`config.mk`:
```
export PLATFORM = sky130hd
export DESIGN_NAME = irq_block
export DESIGN_NICKNAME = d
export VERILOG_FILES = /design/src/irq_block.v
export VERILOG_INCLUDE_DIRS = /design/src
export SDC_FILE = /design/constraint.sdc
export NUM_CORES = 1
export LEC_CHECK = 0
export BUFFER_PORTS_ARGS = -buffer_cell sky130_fd_sc_hd__buf_2
export CAP_MARGIN = 5
export CORE_MARGIN = 2
export CORE_UTILIZATION = 40
export DETAILED_ROUTE_END_ITERATION = 7
export REMOVE_ABC_BUFFERS = 1
export SYNTH_ARGS = -nofsm -noshare
export SYNTH_HDL_FRONTEND = slang
export SYNTH_SLANG_ARGS = --single-unit
```
`constraint.sdc`:
```
create_clock -name pclk -period 2.77 [get_ports pclk]
set_input_delay 0.277 -clock pclk [delete_from_list [all_inputs] [get_ports pclk]]
set_output_delay 0.277 -clock pclk [all_outputs]
set_load 0.1 [all_outputs]
```
`src/irq_defines.vh`:
```
/*
 * Register offsets, field positions, reset values and timing constants
 * for the shared-request and periodic interrupt block.
 * Assumes inclusion by the design file and its checker; definitions alone.
 */
`ifndef IRQ_DEFINES_VH
`define IRQ_DEFINES_VH

// Register byte offsets on the APB bus.
`define OFS_PERIOD_CTRL 12'h000
`define OFS_SRC_CTRL 12'h004
`define OFS_SHARED_CTRL 12'h008
`define OFS_CORE_CTRL 12'h00C
`define OFS_VECTOR 12'h010

// Period control fields.
`define PC_ON 7
`define PC_CLKSEL 6
`define PC_P1_HI 5
`define PC_P1_LO 4
`define PC_LOWPWR 3
`define PC_P0_HI 2
`define PC_P0_LO 0
`define PC_RESET 8'h37

// Source control fields: flags in 7..4, enables in 3..0.
`define SRC_EE_FLAG 7
`define SRC_LV_FLAG 6
`define SRC_XP_FLAG 5
`define SRC_SM_FLAG 4
`define SRC_EE_EN 3
`define SRC_LV_EN 2
`define SRC_XP_EN 1
`define SRC_SM_EN 0

// Shared control: flags 13..8, enables 5..0.
`define SH_FLAG_LO 8
`define SH_EN_LO 0

// Core control fields.
`define CC_GIE 0
`define CC_P0_EN 1
`define CC_P1_EN 2
`define CC_P0_FLAG 3
`define CC_P1_FLAG 4

// Divider base lengths and prescale for the system clock path.
`define P0_BASE_LOG2 8
`define P1_BASE_LOG2 12
`define SYS_PRESCALE 2'h3

// Vector codes: 1..6 shared groups, 7 and 8 periodic.
`define VEC_NONE 4'h0
`define VEC_P0 4'h7
`define VEC_P1 4'h8

`endif

```
`src/irq_block.v`:
```
/*
 * Shared-request and periodic interrupt logic with an APB register slave.
 * Assumes pclk is the system clock; source events are one-cycle pulses in
 * the pclk domain except the peripheral pin and the dedicated period clock,
 * which are synchronised here.
 */
`timescale 1ns/1ps
`include "irq_defines.vh"

module irq_block (
  // APB slave.
  input wire pclk,
  input wire presetn,
  input wire psel,
  input wire penable,
  input wire pwrite,
  input wire [11:0] paddr,
  input wire [31:0] pwdata,
  output reg [31:0] prdata,
  output wire pready,
  output wire pslverr,
  // Source events, one-cycle pulses on pclk except the peripheral pin and the dedicated period clock.
  input wire serial_byte_done,
  input wire eeprom_cycle_done,
  input wire low_voltage_event,
  input wire [5:0] timer_event,
  input wire periph_irq_pin,
  input wire dedicated_period_clock,
  // Processor core.
  input wire stack_full,
  input wire core_ack,
  input wire ret_from_irq,
  output reg irq_req,
  output reg [3:0] irq_vector,
  output reg slow_crystal_low_power
);

  reg [7:0] period_ctrl;
  reg serial_module_flag;
  reg ext_periph_flag;
  reg eeprom_done_flag;
  reg low_voltage_flag;
  reg serial_module_enable;
  reg ext_periph_enable;
  reg eeprom_done_enable;
  reg low_voltage_enable;
  reg [5:0] shared_request_flags;
  reg [5:0] shared_enable;
  reg global_irq_enable;
  reg period0_irq_enable;
  reg period1_irq_enable;
  reg period0_request_flag;
  reg period1_request_flag;
  reg [2:0] pin_sync;
  reg [2:0] tclk_sync;
  reg [1:0] prescale;
  reg [14:0] divider;
  reg [3:0] next_vector;

  wire wr = psel & penable & pwrite;
  wire rd_en = psel & ~pwrite;
  wire period_dividers_on = period_ctrl[`PC_ON];
  wire period_clock_select = period_ctrl[`PC_CLKSEL];
  wire [1:0] period1_length_sel = period_ctrl[`PC_P1_HI:`PC_P1_LO];
  wire [2:0] period0_length_sel = period_ctrl[`PC_P0_HI:`PC_P0_LO];

  assign pready = 1'b1;
  assign pslverr = 1'b0;

  // Returns high when the address matches a mapped register.
  function mapped;
    input [11:0] a;
    begin
      mapped = (a == `OFS_PERIOD_CTRL) || (a == `OFS_SRC_CTRL) ||
               (a == `OFS_SHARED_CTRL) || (a == `OFS_CORE_CTRL) ||
               (a == `OFS_VECTOR);
    end
  endfunction

  // Returns high when the bus address selects the given register.
  function at_ofs;
    input [11:0] a;
    input [11:0] ofs;
    begin
      at_ofs = (a == ofs);
    end
  endfunction

  // Input pin edge and dedicated clock edge found on pclk.
  wire pin_fall = pin_sync[2] & ~pin_sync[1];
  wire tclk_rise = tclk_sync[1] & ~tclk_sync[2];
  wire period_tick = period_clock_select ? (prescale == `SYS_PRESCALE)
                                         : tclk_rise;

  // The overflow of a bit of the free-running divider marks each period.
  wire [14:0] next_divider = divider + 15'h0001;
  wire [4:0] p0_bit = 5'd`P0_BASE_LOG2 - 5'd1 + {2'b00, period0_length_sel};
  wire [4:0] p1_bit = 5'd`P1_BASE_LOG2 - 5'd1 + {3'b000, period1_length_sel};
  wire p0_ovf = period_dividers_on & period_tick &
                divider[p0_bit[3:0]] & ~next_divider[p0_bit[3:0]];
  wire p1_ovf = period_dividers_on & period_tick &
                divider[p1_bit[3:0]] & ~next_divider[p1_bit[3:0]];

  // Source events fanned into the shared groups: group 0 takes the enabled serial,
  // peripheral, low voltage and EEPROM events; groups 1 to 5 take timer events 1 to 5.
  wire [5:0] group_event;
  wire src_sm_set = serial_byte_done;
  wire src_xp_set = pin_fall & ext_periph_enable;
  wire src_ee_set = eeprom_cycle_done;
  wire src_lv_set = low_voltage_event;
  assign group_event[0] = (src_sm_set & serial_module_enable) |
                          src_xp_set |
                          (src_ee_set & eeprom_done_enable) |
                          (src_lv_set & low_voltage_enable);
  assign group_event[5:1] = timer_event[5:1];

  wire [5:0] shared_pend = shared_request_flags & shared_enable;
  wire ok_to_grant = global_irq_enable & ~stack_full & ~irq_req;

  // Fixed priority: shared groups first, then period 0, then period 1.
  always @* begin
    next_vector = `VEC_NONE;
    if (shared_pend[0]) begin
      next_vector = 4'h1;
    end else if (shared_pend[1]) begin
      next_vector = 4'h2;
    end else if (shared_pend[2]) begin
      next_vector = 4'h3;
    end else if (shared_pend[3]) begin
      next_vector = 4'h4;
    end else if (shared_pend[4]) begin
      next_vector = 4'h5;
    end else if (shared_pend[5]) begin
      next_vector = 4'h6;
    end else if (period0_request_flag & period0_irq_enable) begin
      next_vector = `VEC_P0;
    end else if (period1_request_flag & period1_irq_enable) begin
      next_vector = `VEC_P1;
    end
  end

  // Two flops settle each input; the third only serves edge detection.
  always @(posedge pclk or negedge presetn) begin
    if (!presetn) begin
      pin_sync <= 3'h7;
      tclk_sync <= 3'h0;
    end else begin
      pin_sync <= {pin_sync[1:0], periph_irq_pin};
      tclk_sync <= {tclk_sync[1:0], dedicated_period_clock};
    end
  end

  // Free-running prescaler for the system clock over four.
  always @(posedge pclk or negedge presetn) begin
    if (!presetn) begin
      prescale <= 2'h0;
    end else begin
      prescale <= prescale + 2'h1;
    end
  end

  // Held at zero while off, so every enable starts a full period.
  always @(posedge pclk or negedge presetn) begin
    if (!presetn) begin
      divider <= 15'h0000;
    end else if (!period_dividers_on) begin
      divider <= 15'h0000;
    end else if (period_tick) begin
      divider <= next_divider;
    end
  end

  // A grant is taken when the core acknowledges the standing request.
  // The clear it causes applies even if software writes the same register
  // in that cycle, so a serviced flag never survives to be taken twice.
  wire take = core_ack & irq_req;
  wire take_p0 = take & (irq_vector == `VEC_P0);
  wire take_p1 = take & (irq_vector == `VEC_P1);
  wire [5:0] shared_taken = (take && irq_vector < `VEC_P0) ?
                            (6'h01 << (irq_vector - 4'h1)) : 6'h00;
  wire wr_period = wr & at_ofs(paddr, `OFS_PERIOD_CTRL);
  wire wr_src = wr & at_ofs(paddr, `OFS_SRC_CTRL);
  wire wr_shared = wr & at_ofs(paddr, `OFS_SHARED_CTRL);
  wire wr_core = wr & at_ofs(paddr, `OFS_CORE_CTRL);

  // Period control and the registered copy of the low power bit.
  always @(posedge pclk or negedge presetn) begin
    if (!presetn) begin
      period_ctrl <= `PC_RESET;
      slow_crystal_low_power <= 1'b0;
    end else begin
      slow_crystal_low_power <= period_ctrl[`PC_LOWPWR];
      if (wr_period) begin
        period_ctrl <= pwdata[7:0];
      end
    end
  end

  // Source flags and enables; an event in the cycle of a clear wins.
  always @(posedge pclk or negedge presetn) begin
    if (!presetn) begin
      serial_module_flag <= 1'b0;
      ext_periph_flag <= 1'b0;
      eeprom_done_flag <= 1'b0;
      low_voltage_flag <= 1'b0;
      serial_module_enable <= 1'b0;
      ext_periph_enable <= 1'b0;
      eeprom_done_enable <= 1'b0;
      low_voltage_enable <= 1'b0;
    end else if (wr_src) begin
      serial_module_flag <= pwdata[`SRC_SM_FLAG] | src_sm_set;
      ext_periph_flag <= pwdata[`SRC_XP_FLAG] | src_xp_set;
      eeprom_done_flag <= pwdata[`SRC_EE_FLAG] | src_ee_set;
      low_voltage_flag <= pwdata[`SRC_LV_FLAG] | src_lv_set;
      serial_module_enable <= pwdata[`SRC_SM_EN];
      ext_periph_enable <= pwdata[`SRC_XP_EN];
      eeprom_done_enable <= pwdata[`SRC_EE_EN];
      low_voltage_enable <= pwdata[`SRC_LV_EN];
    end else begin
      serial_module_flag <= serial_module_flag | src_sm_set;
      ext_periph_flag <= ext_periph_flag | src_xp_set;
      eeprom_done_flag <= eeprom_done_flag | src_ee_set;
      low_voltage_flag <= low_voltage_flag | src_lv_set;
    end
  end

  // Shared groups: a grant clears its own flag, a new event still sets.
  always @(posedge pclk or negedge presetn) begin
    if (!presetn) begin
      shared_request_flags <= 6'h00;
      shared_enable <= 6'h00;
    end else if (wr_shared) begin
      shared_enable <= pwdata[5:0];
      shared_request_flags <= (pwdata[`SH_FLAG_LO+5:`SH_FLAG_LO] &
                               ~shared_taken) | group_event;
    end else begin
      shared_request_flags <= (shared_request_flags & ~shared_taken) |
                              group_event;
    end
  end

  // Periodic enables and flags; an overflow beats any clear.
  always @(posedge pclk or negedge presetn) begin
    if (!presetn) begin
      period0_irq_enable <= 1'b0;
      period1_irq_enable <= 1'b0;
      period0_request_flag <= 1'b0;
      period1_request_flag <= 1'b0;
    end else if (wr_core) begin
      period0_irq_enable <= pwdata[`CC_P0_EN];
      period1_irq_enable <= pwdata[`CC_P1_EN];
      period0_request_flag <= (pwdata[`CC_P0_FLAG] & ~take_p0) | p0_ovf;
      period1_request_flag <= (pwdata[`CC_P1_FLAG] & ~take_p1) | p1_ovf;
    end else begin
      period0_request_flag <= (period0_request_flag & ~take_p0) |
                              p0_ovf;
      period1_request_flag <= (period1_request_flag & ~take_p1) |
                              p1_ovf;
    end
  end

  // Global enable: the grant clear outranks return and software write.
  always @(posedge pclk or negedge presetn) begin
    if (!presetn) begin
      global_irq_enable <= 1'b0;
    end else if (take) begin
      global_irq_enable <= 1'b0;
    end else if (ret_from_irq) begin
      global_irq_enable <= 1'b1;
    end else if (wr_core) begin
      global_irq_enable <= pwdata[`CC_GIE];
    end
  end

  // Request holds its vector until the core takes it.
  always @(posedge pclk or negedge presetn) begin
    if (!presetn) begin
      irq_req <= 1'b0;
      irq_vector <= `VEC_NONE;
    end else if (take) begin
      irq_req <= 1'b0;
    end else if (!irq_req && ok_to_grant && next_vector != `VEC_NONE) begin
      irq_req <= 1'b1;
      irq_vector <= next_vector;
    end
  end

  // Read words; reserved bits read as zero.
  wire [31:0] src_word = {24'h000000, eeprom_done_flag, low_voltage_flag,
                          ext_periph_flag, serial_module_flag,
                          eeprom_done_enable, low_voltage_enable,
                          ext_periph_enable, serial_module_enable};
  wire [31:0] shared_word = {18'h00000, shared_request_flags, 2'b00,
                             shared_enable};
  wire [31:0] core_word = {27'h0000000, period1_request_flag,
                           period0_request_flag, period1_irq_enable,
                           period0_irq_enable, global_irq_enable};
  wire [31:0] status_word = {27'h0000000, irq_req, irq_vector};

  // Read data is registered in the setup cycle, so the access phase never
  // waits; the word stands until the next read setup.
  always @(posedge pclk or negedge presetn) begin
    if (!presetn) begin
      prdata <= 32'h00000000;
    end else if (rd_en && !penable) begin
      if (at_ofs(paddr, `OFS_PERIOD_CTRL)) begin
        prdata <= {24'h000000, period_ctrl};
      end else if (at_ofs(paddr, `OFS_SRC_CTRL)) begin
        prdata <= src_word;
      end else if (at_ofs(paddr, `OFS_SHARED_CTRL)) begin
        prdata <= shared_word;
      end else if (at_ofs(paddr, `OFS_CORE_CTRL)) begin
        prdata <= core_word;
      end else if (mapped(paddr)) begin
        prdata <= status_word;
      end else begin
        prdata <= 32'h00000000;
      end
    end
  end

endmodule // irq_block

```
# Word level (Yosys, flattened, before mapping)
# Cells that the tools add are included.
# op_classes
mux	37
n_eq_ne	8
add_sub_neg	5
n_reduce_logical	15
shifts	1
bitwise	60
magnitude_cmp	3
# ops
operator	n
2-to-1 mux 14 bit	3
2-to-1 mux 4 bit	8
2-to-1 mux 15 bit	2
AND 1 bit	29
equality test 12 x 4 -> 1 bit, second input constant	2
AND 6 bit	3
binary-select mux 1 bit (select 4 bit)	4
2-to-1 mux 1 bit	16
adder 15 x 1 -> 15 bit, second input constant	1
bitwise OR 1 bit	15
equality test 12 x 3 -> 1 bit, second input constant	1
equality test 12 x 5 -> 1 bit, second input constant	1
logical NOT 12 bit	1
2-to-1 mux 6 bit	2
bitwise OR 6 bit	2
less-than comparator 4 x 5 -> 1 bit, second input constant	2
2-to-1 mux 5 bit	2
NOT 1 bit	10
NOT 6 bit	1
left shift 1 x 4 -> 6 bit, first input constant	1
adder 3 x 3 -> 4 bit, first input constant	1
adder 4 x 2 -> 4 bit, first input constant	1
equality test 4 x 3 -> 1 bit, second input constant	1
equality test 4 bit, second input constant	1
12 further kinds	19
# word_totals
out_inout_bits	40
in_bits	63
regBits	94

# Longest topological paths before layout
# Gate-level depths: netlist of the first run.
# logic_depth
depth_word	13
mapped_depth	10
ltp_nobuf	8

# Least setup slack after synthesis of the first run
# OpenSTA, ideal clock, no wires.
# synth_timing
kind	register to register
start	reg period_ctrl[4]
end	reg period1_request_flag
path_slack_ns	0.427
stages_incl_launch_ff	10
t_required_ns	2.634
arrival_ns	2.207
setup_time_ns	0.136
n_path_buf	2
synth_period_minus_slack_ns	2.343
path_cell_list	dfstp_2 clkbuf_1 inv_1 ha_1 clkbuf_1 mux4_2 nand2_1 o21ai_0 nand3_1 o32ai_1
# synth_between
elab_chain_len	7
word_cells_on_any_way	11
classes_between	1 x add/sub; 5 x mux; 5 x bitwise
# synth_lines
item	line	text
start: declaration	irq_block.v:38	reg [7:0] period_ctrl;
start signal: assignment	irq_block.v:189	period_ctrl <= `PC_RESET;
start signal: assignment	irq_block.v:194	period_ctrl <= pwdata[7:0];
adder 4 x 2 -> 4 bit *	irq_block.v:98	wire [4:0] p1_bit = 5'd`P1_BASE_LOG2 - 5'd1 + {3'b000, period1_length_sel};
binary-select mux 1 bit (select 4 bit)	irq_block.v:102	divider[p1_bit[3:0]] & ~next_divider[p1_bit[3:0]];
2-to-1 mux 1 bit (implied by the code)	irq_block.v:102	
AND 1 bit / NOT 1 bit (equally long branches)	irq_block.v:101, irq_block.v:102	
AND 1 bit *	irq_block.v:102	
bitwise OR 1 bit, on equally long branches	irq_block.v:257, irq_block.v:253	
2-to-1 mux 1 bit *	irq_block.v:249	end else if (wr_core) begin
end signal: assignment	irq_block.v:253	period1_request_flag <= (pwdata[`CC_P1_FLAG] & ~take_p1) | p1_ovf;
end signal: assignment	irq_block.v:257	period1_request_flag <= (period1_request_flag & ~take_p1) |
end: declaration	irq_block.v:53	reg period1_request_flag;
# Mark *: on every way between the ends. The rest lies on a longest branch, timed or not. The select of a mux whose other input is x is not followed.
# A chain may end at the register's enable or synchronous reset.

# Worst setup path after layout of the first run
# layout_timing
start	reg period_ctrl[0]
end	reg period0_request_flag
# layout_between
elab_chain_len	7
word_cells_on_any_way	11
classes_between	1 x add/sub; 5 x mux; 5 x bitwise
# layout_lines
item	line	text
adder 3 x 3 -> 4 bit *	irq_block.v:97	wire [4:0] p0_bit = 5'd`P0_BASE_LOG2 - 5'd1 + {2'b00, period0_length_sel};
binary-select mux 1 bit (select 4 bit)	irq_block.v:100	divider[p0_bit[3:0]] & ~next_divider[p0_bit[3:0]];
2-to-1 mux 1 bit (implied by the code)	irq_block.v:100	
AND 1 bit / NOT 1 bit (equally long branches)	irq_block.v:99, irq_block.v:100	
AND 1 bit *	irq_block.v:100	
bitwise OR 1 bit, on equally long branches	irq_block.v:255, irq_block.v:252	
2-to-1 mux 1 bit *	irq_block.v:249	
end signal: assignment	irq_block.v:252	period0_request_flag <= (pwdata[`CC_P0_FLAG] & ~take_p0) | p0_ovf;
end signal: assignment	irq_block.v:255	period0_request_flag <= (period0_request_flag & ~take_p0) |
end: declaration	irq_block.v:52	reg period0_request_flag;
# Marks and branches as above.

==> run summary, run 1 <==
Post-Layout Cell Count = 683
Multi-input gate area = 2410 sq um
Max VDD drop = 299 uV
Wire per inst = 16.0 um
DRT iter0 DRCs = 250
Skew final = 5.82 ps
Max Root-Sink Buffers = 2
Area Growth Syn to Fin = 13.7%
ANT nets after route = 0
Drt first pass iters = 4
Setup WS post-layout = 317 ps
Power per cell area = 474 nW/um^2
Most common flop cell mapped by yosys = dfrtp_1
Number of global-route vias before repair = 3534
Crit path capture type = flop
Syn Area/Cell = 9.53 sq um
Status = completed
Synthesized cell area = 4580 sq um
Worst-path clk slew = 60 ps
Number of flops mapped to enable cells by yosys = 0
Setup TNS = 0 ps
Fin crit share = 88.6%
Cells after synthesis = 481
Core ar. = 11300 sq um
Synth async-reset ratio = 100%
RSZ-0062 raised after global routing = no
CTS Sinks = 76
Critical Path Start Type = flop
Initial antenna violation count = 0
Seq/Total Area, Yosys = 41.7%
Sw Share = 27.2%
Placement Cell Area = 4940 sq um
Root Buffer = clkbuf_16
Post-CTS Resized = 0
DRC Markers = 0
Yosys reg bits = 76
Final #Nets = 603
Psw = 672 uW
# rows = 39
I/O pin total = 103
Die Wd = 111 um
# diodes = 0
Fmax = 408 MHz
CP peak stage delay = 670 ps
Power share of the combinational group = 10.6%
IO buf count = 63
WP data arrival = 2680 ps
Worst Path Buf+Inv = 1
CTS tree = built
Clock share of power = 43.7%
Min-delay worst type = input port to flop
Cell variety after synth = 65
Largest net degree at the start of global routing = 77
Die ar. = 12300 sq um
CP Cell Sequence = inv_1, ha_1, mux2_2, a221o_1, o2111ai_1, o31ai_1, a21o_1
Final instance area = 5210 sq um
Hold Vio Cnt, Final = 0
Post-CTS Setup Inserts = 0
Slowest cell on crit path = dfstp_2
Hold-fix buffers, CTS = 0
FF/Latch Area = 1910 sq um
Yosys warns = 0
Routed wire length = 10900 um
Max_cap viols = 0
Via count of the routed design = 3660
Req. time, crit path = 3000 ps
Max H-tree Level = 3
Slew headroom = 34.9%
Clock latency on the worst-skew pair = 330 ps
Leak = 2.45 nW
Delay-heaviest family, CP = flip-flops
Slew @ Worst Pin = 976 ps
Fin crit period = 2450 ps
Sequential power share = 45.7%
Max Transition Viols Final = 0
GPL Wtd Cong = 0.904
Fillers = 1126
First-pass GRT wire length = 18200 um
Worst-path fanout max = 14
Vias/cell = 5.36
Post-DP HPWL = 7840 um
Num CTS Buffers = 9
Initial Util = 40.5%
Chip Height = 111 um
Total grt overflow = 0
WS Path Type = flop to flop
Cells after DPL = 667
Total track usage = 18.3%
Final Setup Violations = 0
Setup WS pre-CTS = 310 ps
Pint = 1.80 mW
Share of post-route cells with drive strength above 1 = 24.3%
[layer usage]
layer  global-route usage, %  routed length, um  share of wire (%)  up-vias
met5                       0                  0                  0        -
li1                        -                  -                  -     1789
met3                    3.28                436                4.0       10
met2                    30.6               5370                 49       98
met4                    5.68                136                1.2        0
met1                    24.3               4970                 46     1763
[power groups by stage]
| stage | clock network (mW) | logic (mW) | registers, mW |
|---|---|---|---|
| global route | 1.16 | 0.277 | 1.13 |
| detailed placement | 0 | 0.263 | 1.15 |
| floorplan | 0 | 0.153 | 1.17 |
| finish | 1.08 | 0.261 | 1.13 |
| global placement | 0 | 0.261 | 1.15 |
| CTS | 1.12 | 0.264 | 1.13 |
[synthesized netlist by cell type, drive strengths merged (4+ instances only)]
cell type	count	share of area [%]
a21o	6	0.98
nand4	8	1.1
a31oi	13	1.8
nand4b	4	0.76
clkbuf	18	1.5
nand3b	5	1.1
nor3	9	1.2
nor2	31	2.5
nand2	55	4.5
mux2	23	6.3
and3	6	0.82
ha	5	1.4
o31ai	4	0.66
inv	17	1.4
or3	4	0.55
xnor2	13	2.5
and2	16	2.2
o21ai	25	2.7
nor3b	4	0.66
mux2i	17	3.7
dfstp	8	4.6
a21boi	5	0.82
nand3	17	1.9
nor4	8	1.4
dfrtp	68	37
a211o	4	0.76
buf	28	4.3
or2	8	1.1
xor2	5	0.96
[sequential cells by signal, summed over array words and instances (netlist names), 2 cells and up]
name                  flops
divider                  15
prdata                   14
period_ctrl               8
shared_enable             6
shared_request_flags      6
irq_vector                4
pin_sync                  3
tclk_sync                 3
prescale                  2
[cell type report]
cell class              instances  area share [%]
clock inverters                 4           0.456
flip-flops and latches         76            36.7
inverters                      17            1.22
well taps                     143            3.43
clock buffers                  12            4.73
repair buffers                 71            7.25
multi-input cells             360            46.2
[cell usage in the layout (no fill, tap or decap), drive strengths merged, types with 4 or more instances in the layout]
| cell | instances |
|---|---|
| buf | 71 |
| nand2 | 55 |
| dfrtp | 68 |
| conb | 20 |
| xor2 | 5 |
| nand3b | 5 |
| a31oi | 13 |
| nand4b | 4 |
| nor4 | 8 |
| and2 | 16 |
| mux2 | 23 |
| a21o | 6 |
| and3 | 6 |
| nor3b | 4 |
| o31ai | 4 |
| mux2i | 17 |
| ha | 5 |
| or2 | 8 |
| inv | 18 |
| o21ai | 25 |
| dfstp | 8 |
| or3 | 4 |
| clkbuf | 12 |
| nand4 | 8 |
| nor3 | 9 |
| nand3 | 17 |
| a211o | 4 |
| nor2 | 31 |
| xnor2 | 13 |
| a21boi | 5 |
[worst paths after layout]
| kind | slack [ps] | start | end | cells past startpoint |
|---|---|---|---|---|
| max | 320 | period_ctrl[0] | period0_request_flag | 7 |
| min | 40 | periph_irq_pin | pin_sync[0] | 1 |
| max reg2reg | 320 | period_ctrl[0] | period0_request_flag | 7 |
| min reg2reg | 350 | tclk_sync[0] | tclk_sync[1] | 0 |
| max in group asynchronous | 2040 | presetn | shared_request_flags[4] | 1 |
| min in group asynchronous | 90 | presetn | prdata[7] | 1 |
[worst reg2reg max path: stages (launching register included)]
cell	delay, ps
dfstp_2	670
inv_1	100
ha_1	540
mux2_2	380
a221o_1	290
o2111ai_1	100
o31ai_1	110
a21o_1	160
[stage by stage]
stage	hold slack, ps	utilization, %	power, mW
floorplan	-18.6	-	1.33
global placement	332	43.7	1.41
detailed placement	337	43.7	1.41
CTS	31.9	46.0	2.51
global route	36.0	46.0	2.57
finish	45.0	46.0	2.47
[cell families after synthesis]
family          after synthesis  synth area share (%)
simple gates                187                  21.9
xor+xnor                     18                  3.44
mux                          42                  11.0
fa+ha+maj                     5                  1.37
flops                        76                  41.7
other cells                   2                 0.164
compound gates               88                  13.3
buf+inv                      63                  7.18
Power figures use the tool's default switching activity.
==> inputs of run 2 (changes only) <==
clock period = 2.05 ns   (was 2.77 ns; I/O delays follow)
==> run summary, run 2 (synthesized netlist as in run 1, its figures left out) <==
Num CTS Buffers = 9 (unchanged)
Initial antenna violation count = 0 (unchanged)
Area Growth Syn to Fin = 24.1% (was 13.7%)
Chip Height = 111 um (unchanged)
Utilization after layout = 50.2% (was 46.0%)
DRT iter0 DRCs = 171 (was 250)
Max reg flops = 15 (unchanged)
Cells after DPL = 710 (was 667)
Max VDD drop = 408 uV (was 299 uV)
Total grt overflow = 0 (unchanged)
CTS tree = built (unchanged)
# diodes = 0 (unchanged)
Fin crit period = 1990 ps (was 2450 ps)
Worst-path clk slew = 60 ps (about the same)
CTS Sinks = 76 (unchanged)
Drt first pass iters = 4 (unchanged)
WP data arrival = 2220 ps (was 2680 ps)
Hold Vio Cnt, Final = 0 (unchanged)
Largest net degree at the start of global routing = 41 (was 77)
Fin crit share = 97.1% (was 88.6%)
Number of global-route vias before repair = 3801 (was 3534)
Power per cell area = 601 nW/um^2 (was 474 nW/um^2)
Leak = 2.70 nW (was 2.45 nW)
WS Path Type = flop to flop (unchanged)
First-pass GRT wire length = 19200 um (was 18200 um)
Req. time, crit path = 2280 ps (was 3000 ps)
Min-delay worst type = input port to flop (unchanged)
Setup WS pre-CTS = -195 ps (was 310 ps)
Slew @ Worst Pin = 602 ps (was 976 ps)
DRC Markers = 0 (unchanged)
Final Setup Violations = 0 (unchanged)
Skew final = 6.69 ps (was 5.82 ps)
Max_cap viols = 0 (unchanged)
Setup TNS = 0 ps (unchanged)
Core ar. = 11300 sq um (unchanged)
Reg2reg end = period0_request_flag (unchanged)
Max H-tree Level = 3 (unchanged)
Share of post-route cells with drive strength above 1 = 32.1% (was 24.3%)
Final #Nets = 651 (was 603)
Most frequent cells in the layout = dfrtp_1 (68), buf_2 (62), nand2_1 (55) (unchanged)
Post-DP HPWL = 8690 um (was 7840 um)
Critical Path Start Type = flop (unchanged)
Status = completed (unchanged)
Largest registers = divider x15, prdata x14, period_ctrl x8 (unchanged)
Critical Path Source = period_ctrl[0] (unchanged)
Worst Reg2Reg Path Length in Cells = 6 (was 7)
ANT nets after route = 0 (unchanged)
Post-Layout Cell Count = 731 (was 683)
Max Transition Viols Final = 0 (unchanged)
Most common cell after layout, fill and taps aside = dfrtp_1 (unchanged)
Max Root-Sink Buffers = 2 (unchanged)
# rows = 39 (unchanged)
Critical path endpoint = period0_request_flag (unchanged)
Die ar. = 12300 sq um (unchanged)
R2R Setup Slk = 60 ps (was 320 ps)
Worst R2R Start = period_ctrl[0] (unchanged)
Hold depth = 2 (was 1)
Fmax = 502 MHz (was 408 MHz)
IO buf count = 63 (unchanged)
Routed wire length = 11500 um (was 10900 um)
CP peak stage delay = 530 ps (was 670 ps)
Wire per inst = 15.8 um (was 16.0 um)
Root Buffer = clkbuf_16 (unchanged)
Initial Util = 40.5% (unchanged)
GPL Wtd Cong = 0.915 (was 0.904)
Crit path capture type = flop (unchanged)
Via count of the routed design = 3865 (was 3660)
CP Cell Sequence = inv_2, ha_4, mux4_2, o2111ai_2, o31ai_2, a21o_1 (was inv_1, ha_1, mux2_2, a221o_1, o2111ai_1, o31ai_1, a21o_1)
Slew headroom = 59.7% (was 34.9%)
Total track usage = 19.7% (was 18.3%)
Setup WS post-layout = 59.9 ps (was 317 ps)
Die Wd = 111 um (unchanged)
RSZ-0062 raised after global routing = yes (was no)
Top reg by flops = divider (unchanged)
Worst-path fanout max = 6 (was 14)
Slowest cell on crit path = dfstp_2 (unchanged)
Clock latency on the worst-skew pair = 340 ps (was 330 ps)
I/O pin total = 103 (unchanged)
Vias/cell = 5.29 (was 5.36)
-- run 2: critical path, delay by kind of cell (launching register included) --
kind,cells,cell delay [ps]
adder cells (fa/ha/maj),1,300
buffers and inverters,1,50
AO/OA/AOI/OAI,3,470
flip-flops,1,530
multiplexers,1,520
-- run 2: area by class of cell --
| class | count | area (sq um) |
|---|---|---|
| fill | 1064 | 5630 |
| multi-input combinational | 360 | 2490 |
| sequential | 76 | 1910 |
| timing repair buffer | 119 | 758 |
| clock buffer | 13 | 240 |
| tap | 143 | 179 |
| inverter | 17 | 63.8 |
| clock inverter | 3 | 40.0 |
-- run 2: worst min-delay path by stage --
stage | startpoint | endpoint | slack (ps)
after global placement | presetn | prdata[7] | 200
final | timer_event[3] | shared_request_flags[3] | 40
after detailed placement | presetn | prdata[6] | 200
after floorplan | presetn | divider[0] | -90
after global routing | timer_event[3] | shared_request_flags[3] | 50
after CTS | timer_event[3] | shared_request_flags[3] | 30
-- run 2: timing repair --
action                                  CTS  global route
resized for setup                         6            14
setup buffers                             1             1
hold buffers                              3             0
endpoints found under the setup margin    1             5
endpoints found under the hold margin    35             0
pin swaps                                 2             5
-- run 2: metrics by stage --
stage | area, sq um | total power [mW] | hold slack, ps
floorplan | 4390 | 1.79 | -90.6
global placement | 5280 | 1.91 | 204
detailed placement | 5280 | 1.92 | 204
CTS | 5630 | 3.47 | 32.6
global route | 5690 | 3.54 | 47.6
finish | 5690 | 3.42 | 41.0
-- run 2: report_power, final --
group	internal [mW]	switching (mW)	total (mW)
registers	1.52	0.00915	1.53
logic	0.0731	0.295	0.368
clock network	0.940	0.583	1.52
total	2.53	0.887	3.42
-- run 2: routing by layer --
metal	global-route usage, %	up-vias	share of wire (%)
met5	0	-	0
met4	9.71	0	3.6
met3	4.48	24	3.8
met2	31.8	93	48
met1	25.0	1867	45
li1	-	1881	-
==> inputs of run 3 (changes only) <==
REMOVE_ABC_BUFFERS = unset   (was 1)
==> run summary, run 3 (synthesized netlist as in run 1, its figures left out) <==
# diodes = 0 (unchanged)
Leak = 2.75 nW (was 2.70 nW)
Post-CTS Setup Inserts = 0 (was 1)
Utilization after layout = 51.4% (was 50.2%)
CTS tree = built (unchanged)
Num CTS Buffers = 9 (unchanged)
Top reg by flops = divider (unchanged)
Fmax = 492 MHz (was 502 MHz)
Worst-path fanout max = 6 (unchanged)
CTS Sinks = 76 (unchanged)
# rows = 39 (unchanged)
I/O pin total = 103 (unchanged)
WP data arrival = 2270 ps (was 2220 ps)
WS Path Type = flop to flop (unchanged)
Fin crit period = 2030 ps (was 1990 ps)
Largest registers = divider x15, prdata x14, period_ctrl x8 (unchanged)
First-pass GRT wire length = 19700 um (was 19200 um)
Area Growth Syn to Fin = 26.9% (was 24.1%)
Vias/cell = 5.30 (was 5.29)
Skew final = 7.55 ps (was 6.69 ps)
Hold Vio Cnt, Final = 0 (unchanged)
Largest net degree at the start of global routing = 40 (was 41)
Final Setup Violations = 0 (unchanged)
Setup WS pre-CTS = -204 ps (was -195 ps)
Max Root-Sink Buffers = 2 (unchanged)
Fin crit share = 99.2% (was 97.1%)
Initial Util = 40.5% (unchanged)
Final #Nets = 655 (was 651)
ANT nets after route = 0 (unchanged)
Core ar. = 11300 sq um (unchanged)
Max Transition Viols Final = 0 (unchanged)
Chip Height = 111 um (unchanged)
Slew @ Worst Pin = 621 ps (was 602 ps)
Max H-tree Level = 3 (unchanged)
RSZ-0062 raised after global routing = yes (unchanged)
Total track usage = 20.0% (was 19.7%)
Hold slack = 39.6 ps (was 41.0 ps)
Die Wd = 111 um (unchanged)
DRT iter0 DRCs = 250 (was 171)
Power per cell area = 630 nW/um^2 (was 601 nW/um^2)
Die ar. = 12300 sq um (unchanged)
Critical Path Start Type = flop (unchanged)
IO buf count = 63 (unchanged)
Drt first pass iters = 5 (was 4)
Max reg flops = 15 (unchanged)
Routed wire length = 11800 um (was 11500 um)
Number of global-route vias before repair = 3865 (was 3801)
Initial antenna violation count = 0 (unchanged)
Most common cell after layout, fill and taps aside = dfrtp_1 (unchanged)
R2R Setup Slk = 20 ps (was 60 ps)
Crit path capture type = flop (unchanged)
Total grt overflow = 0 (unchanged)
Setup WS post-layout = 15.7 ps (was 59.9 ps)
Req. time, crit path = 2280 ps (about the same)
Via count of the routed design = 3895 (was 3865)
GPL Wtd Cong = 0.928 (was 0.915)
Most frequent cells in the layout = dfrtp_1 (66), buf_2 (62), buf_4 (58) (was dfrtp_1 (68), buf_2 (62), nand2_1 (55))
Slew headroom = 58.5% (was 59.7%)
Min-delay worst type = input port to flop (unchanged)
Root Buffer = clkbuf_16 (unchanged)
Post-DP HPWL = 8920 um (was 8690 um)
Clock latency on the worst-skew pair = 350 ps (was 340 ps)
Max VDD drop = 488 uV (was 408 uV)
Status = completed (unchanged)
DRC Markers = 0 (unchanged)
Worst-path clk slew = 60 ps (about the same)
Share of post-route cells with drive strength above 1 = 34.6% (was 32.1%)
Max_cap viols = 0 (unchanged)
Wire per inst = 16.0 um (was 15.8 um)
[run 3: per-layer routing]
layer,part of all wire (%),up-vias,GRT usage (%)
met5,0,-,0
met4,1.9,0,6.42
met3,4.2,16,4.32
met2,49,103,33.5
met1,45,1883,25.8
li1,-,1893,-
[run 3: final cells by class]
type	count	area (sq um)
Clock buffer	11	253
Clock inverter	5	83.8
Fill cell	1066	5510
Inverter	17	63.8
Multi-Input combinational cell	360	2540
Sequential cell	76	1910
Tap cell	143	179
Timing Repair Buffer	123	776
[run 3: power by group]
group | total, mW | switching [mW] | internal [mW]
Combinational | 0.368 | 0.296 | 0.0721
Clock | 1.77 | 0.634 | 1.13
Sequential | 1.53 | 0.00926 | 1.52
Total | 3.66 | 0.940 | 2.72
[run 3: worst paths after layout]
kind                            cells after the start           start                 endpoint
min in group asynchronous                           2         presetn                prdata[6]
worst max register to register                      7  period_ctrl[0]     period0_request_flag
max in group asynchronous                           3         presetn                prdata[2]
worst max-delay path                                7  period_ctrl[0]     period0_request_flag
worst min register to register                      0    tclk_sync[0]             tclk_sync[1]
worst min-delay path                                2  timer_event[5]  shared_request_flags[5]
[run 3: per-stage QoR]
step	instances	cell area [sq um]	setup TNS [ps]	power, mW
6_report	735	5810	0	3.66
4_1_cts	735	5740	0	3.71
5_1_grt	735	5810	-56.0	3.79
3_3_place_gp	716	5320	-2490	1.91
3_5_place_dp	716	5320	-3340	1.92
2_1_floorplan	499	4680	-47.7	1.83
[run 3: repair_timing]
action                                 CTS  global route
endpoints found under the hold margin   31             0
setup endpoints to repair                1             3
hold buffers                             3             0
gates resized for setup                 10            16
pin swaps                                3             6
[run 3: worst max-delay path, cell delays in order, from the launching register on]
cell and delay (ps):
dfstp_2 530, inv_1 70, ha_4 310, mux2_2 340
a221o_1 310, o2111ai_2 90, o31ai_2 110, a21o_1 160
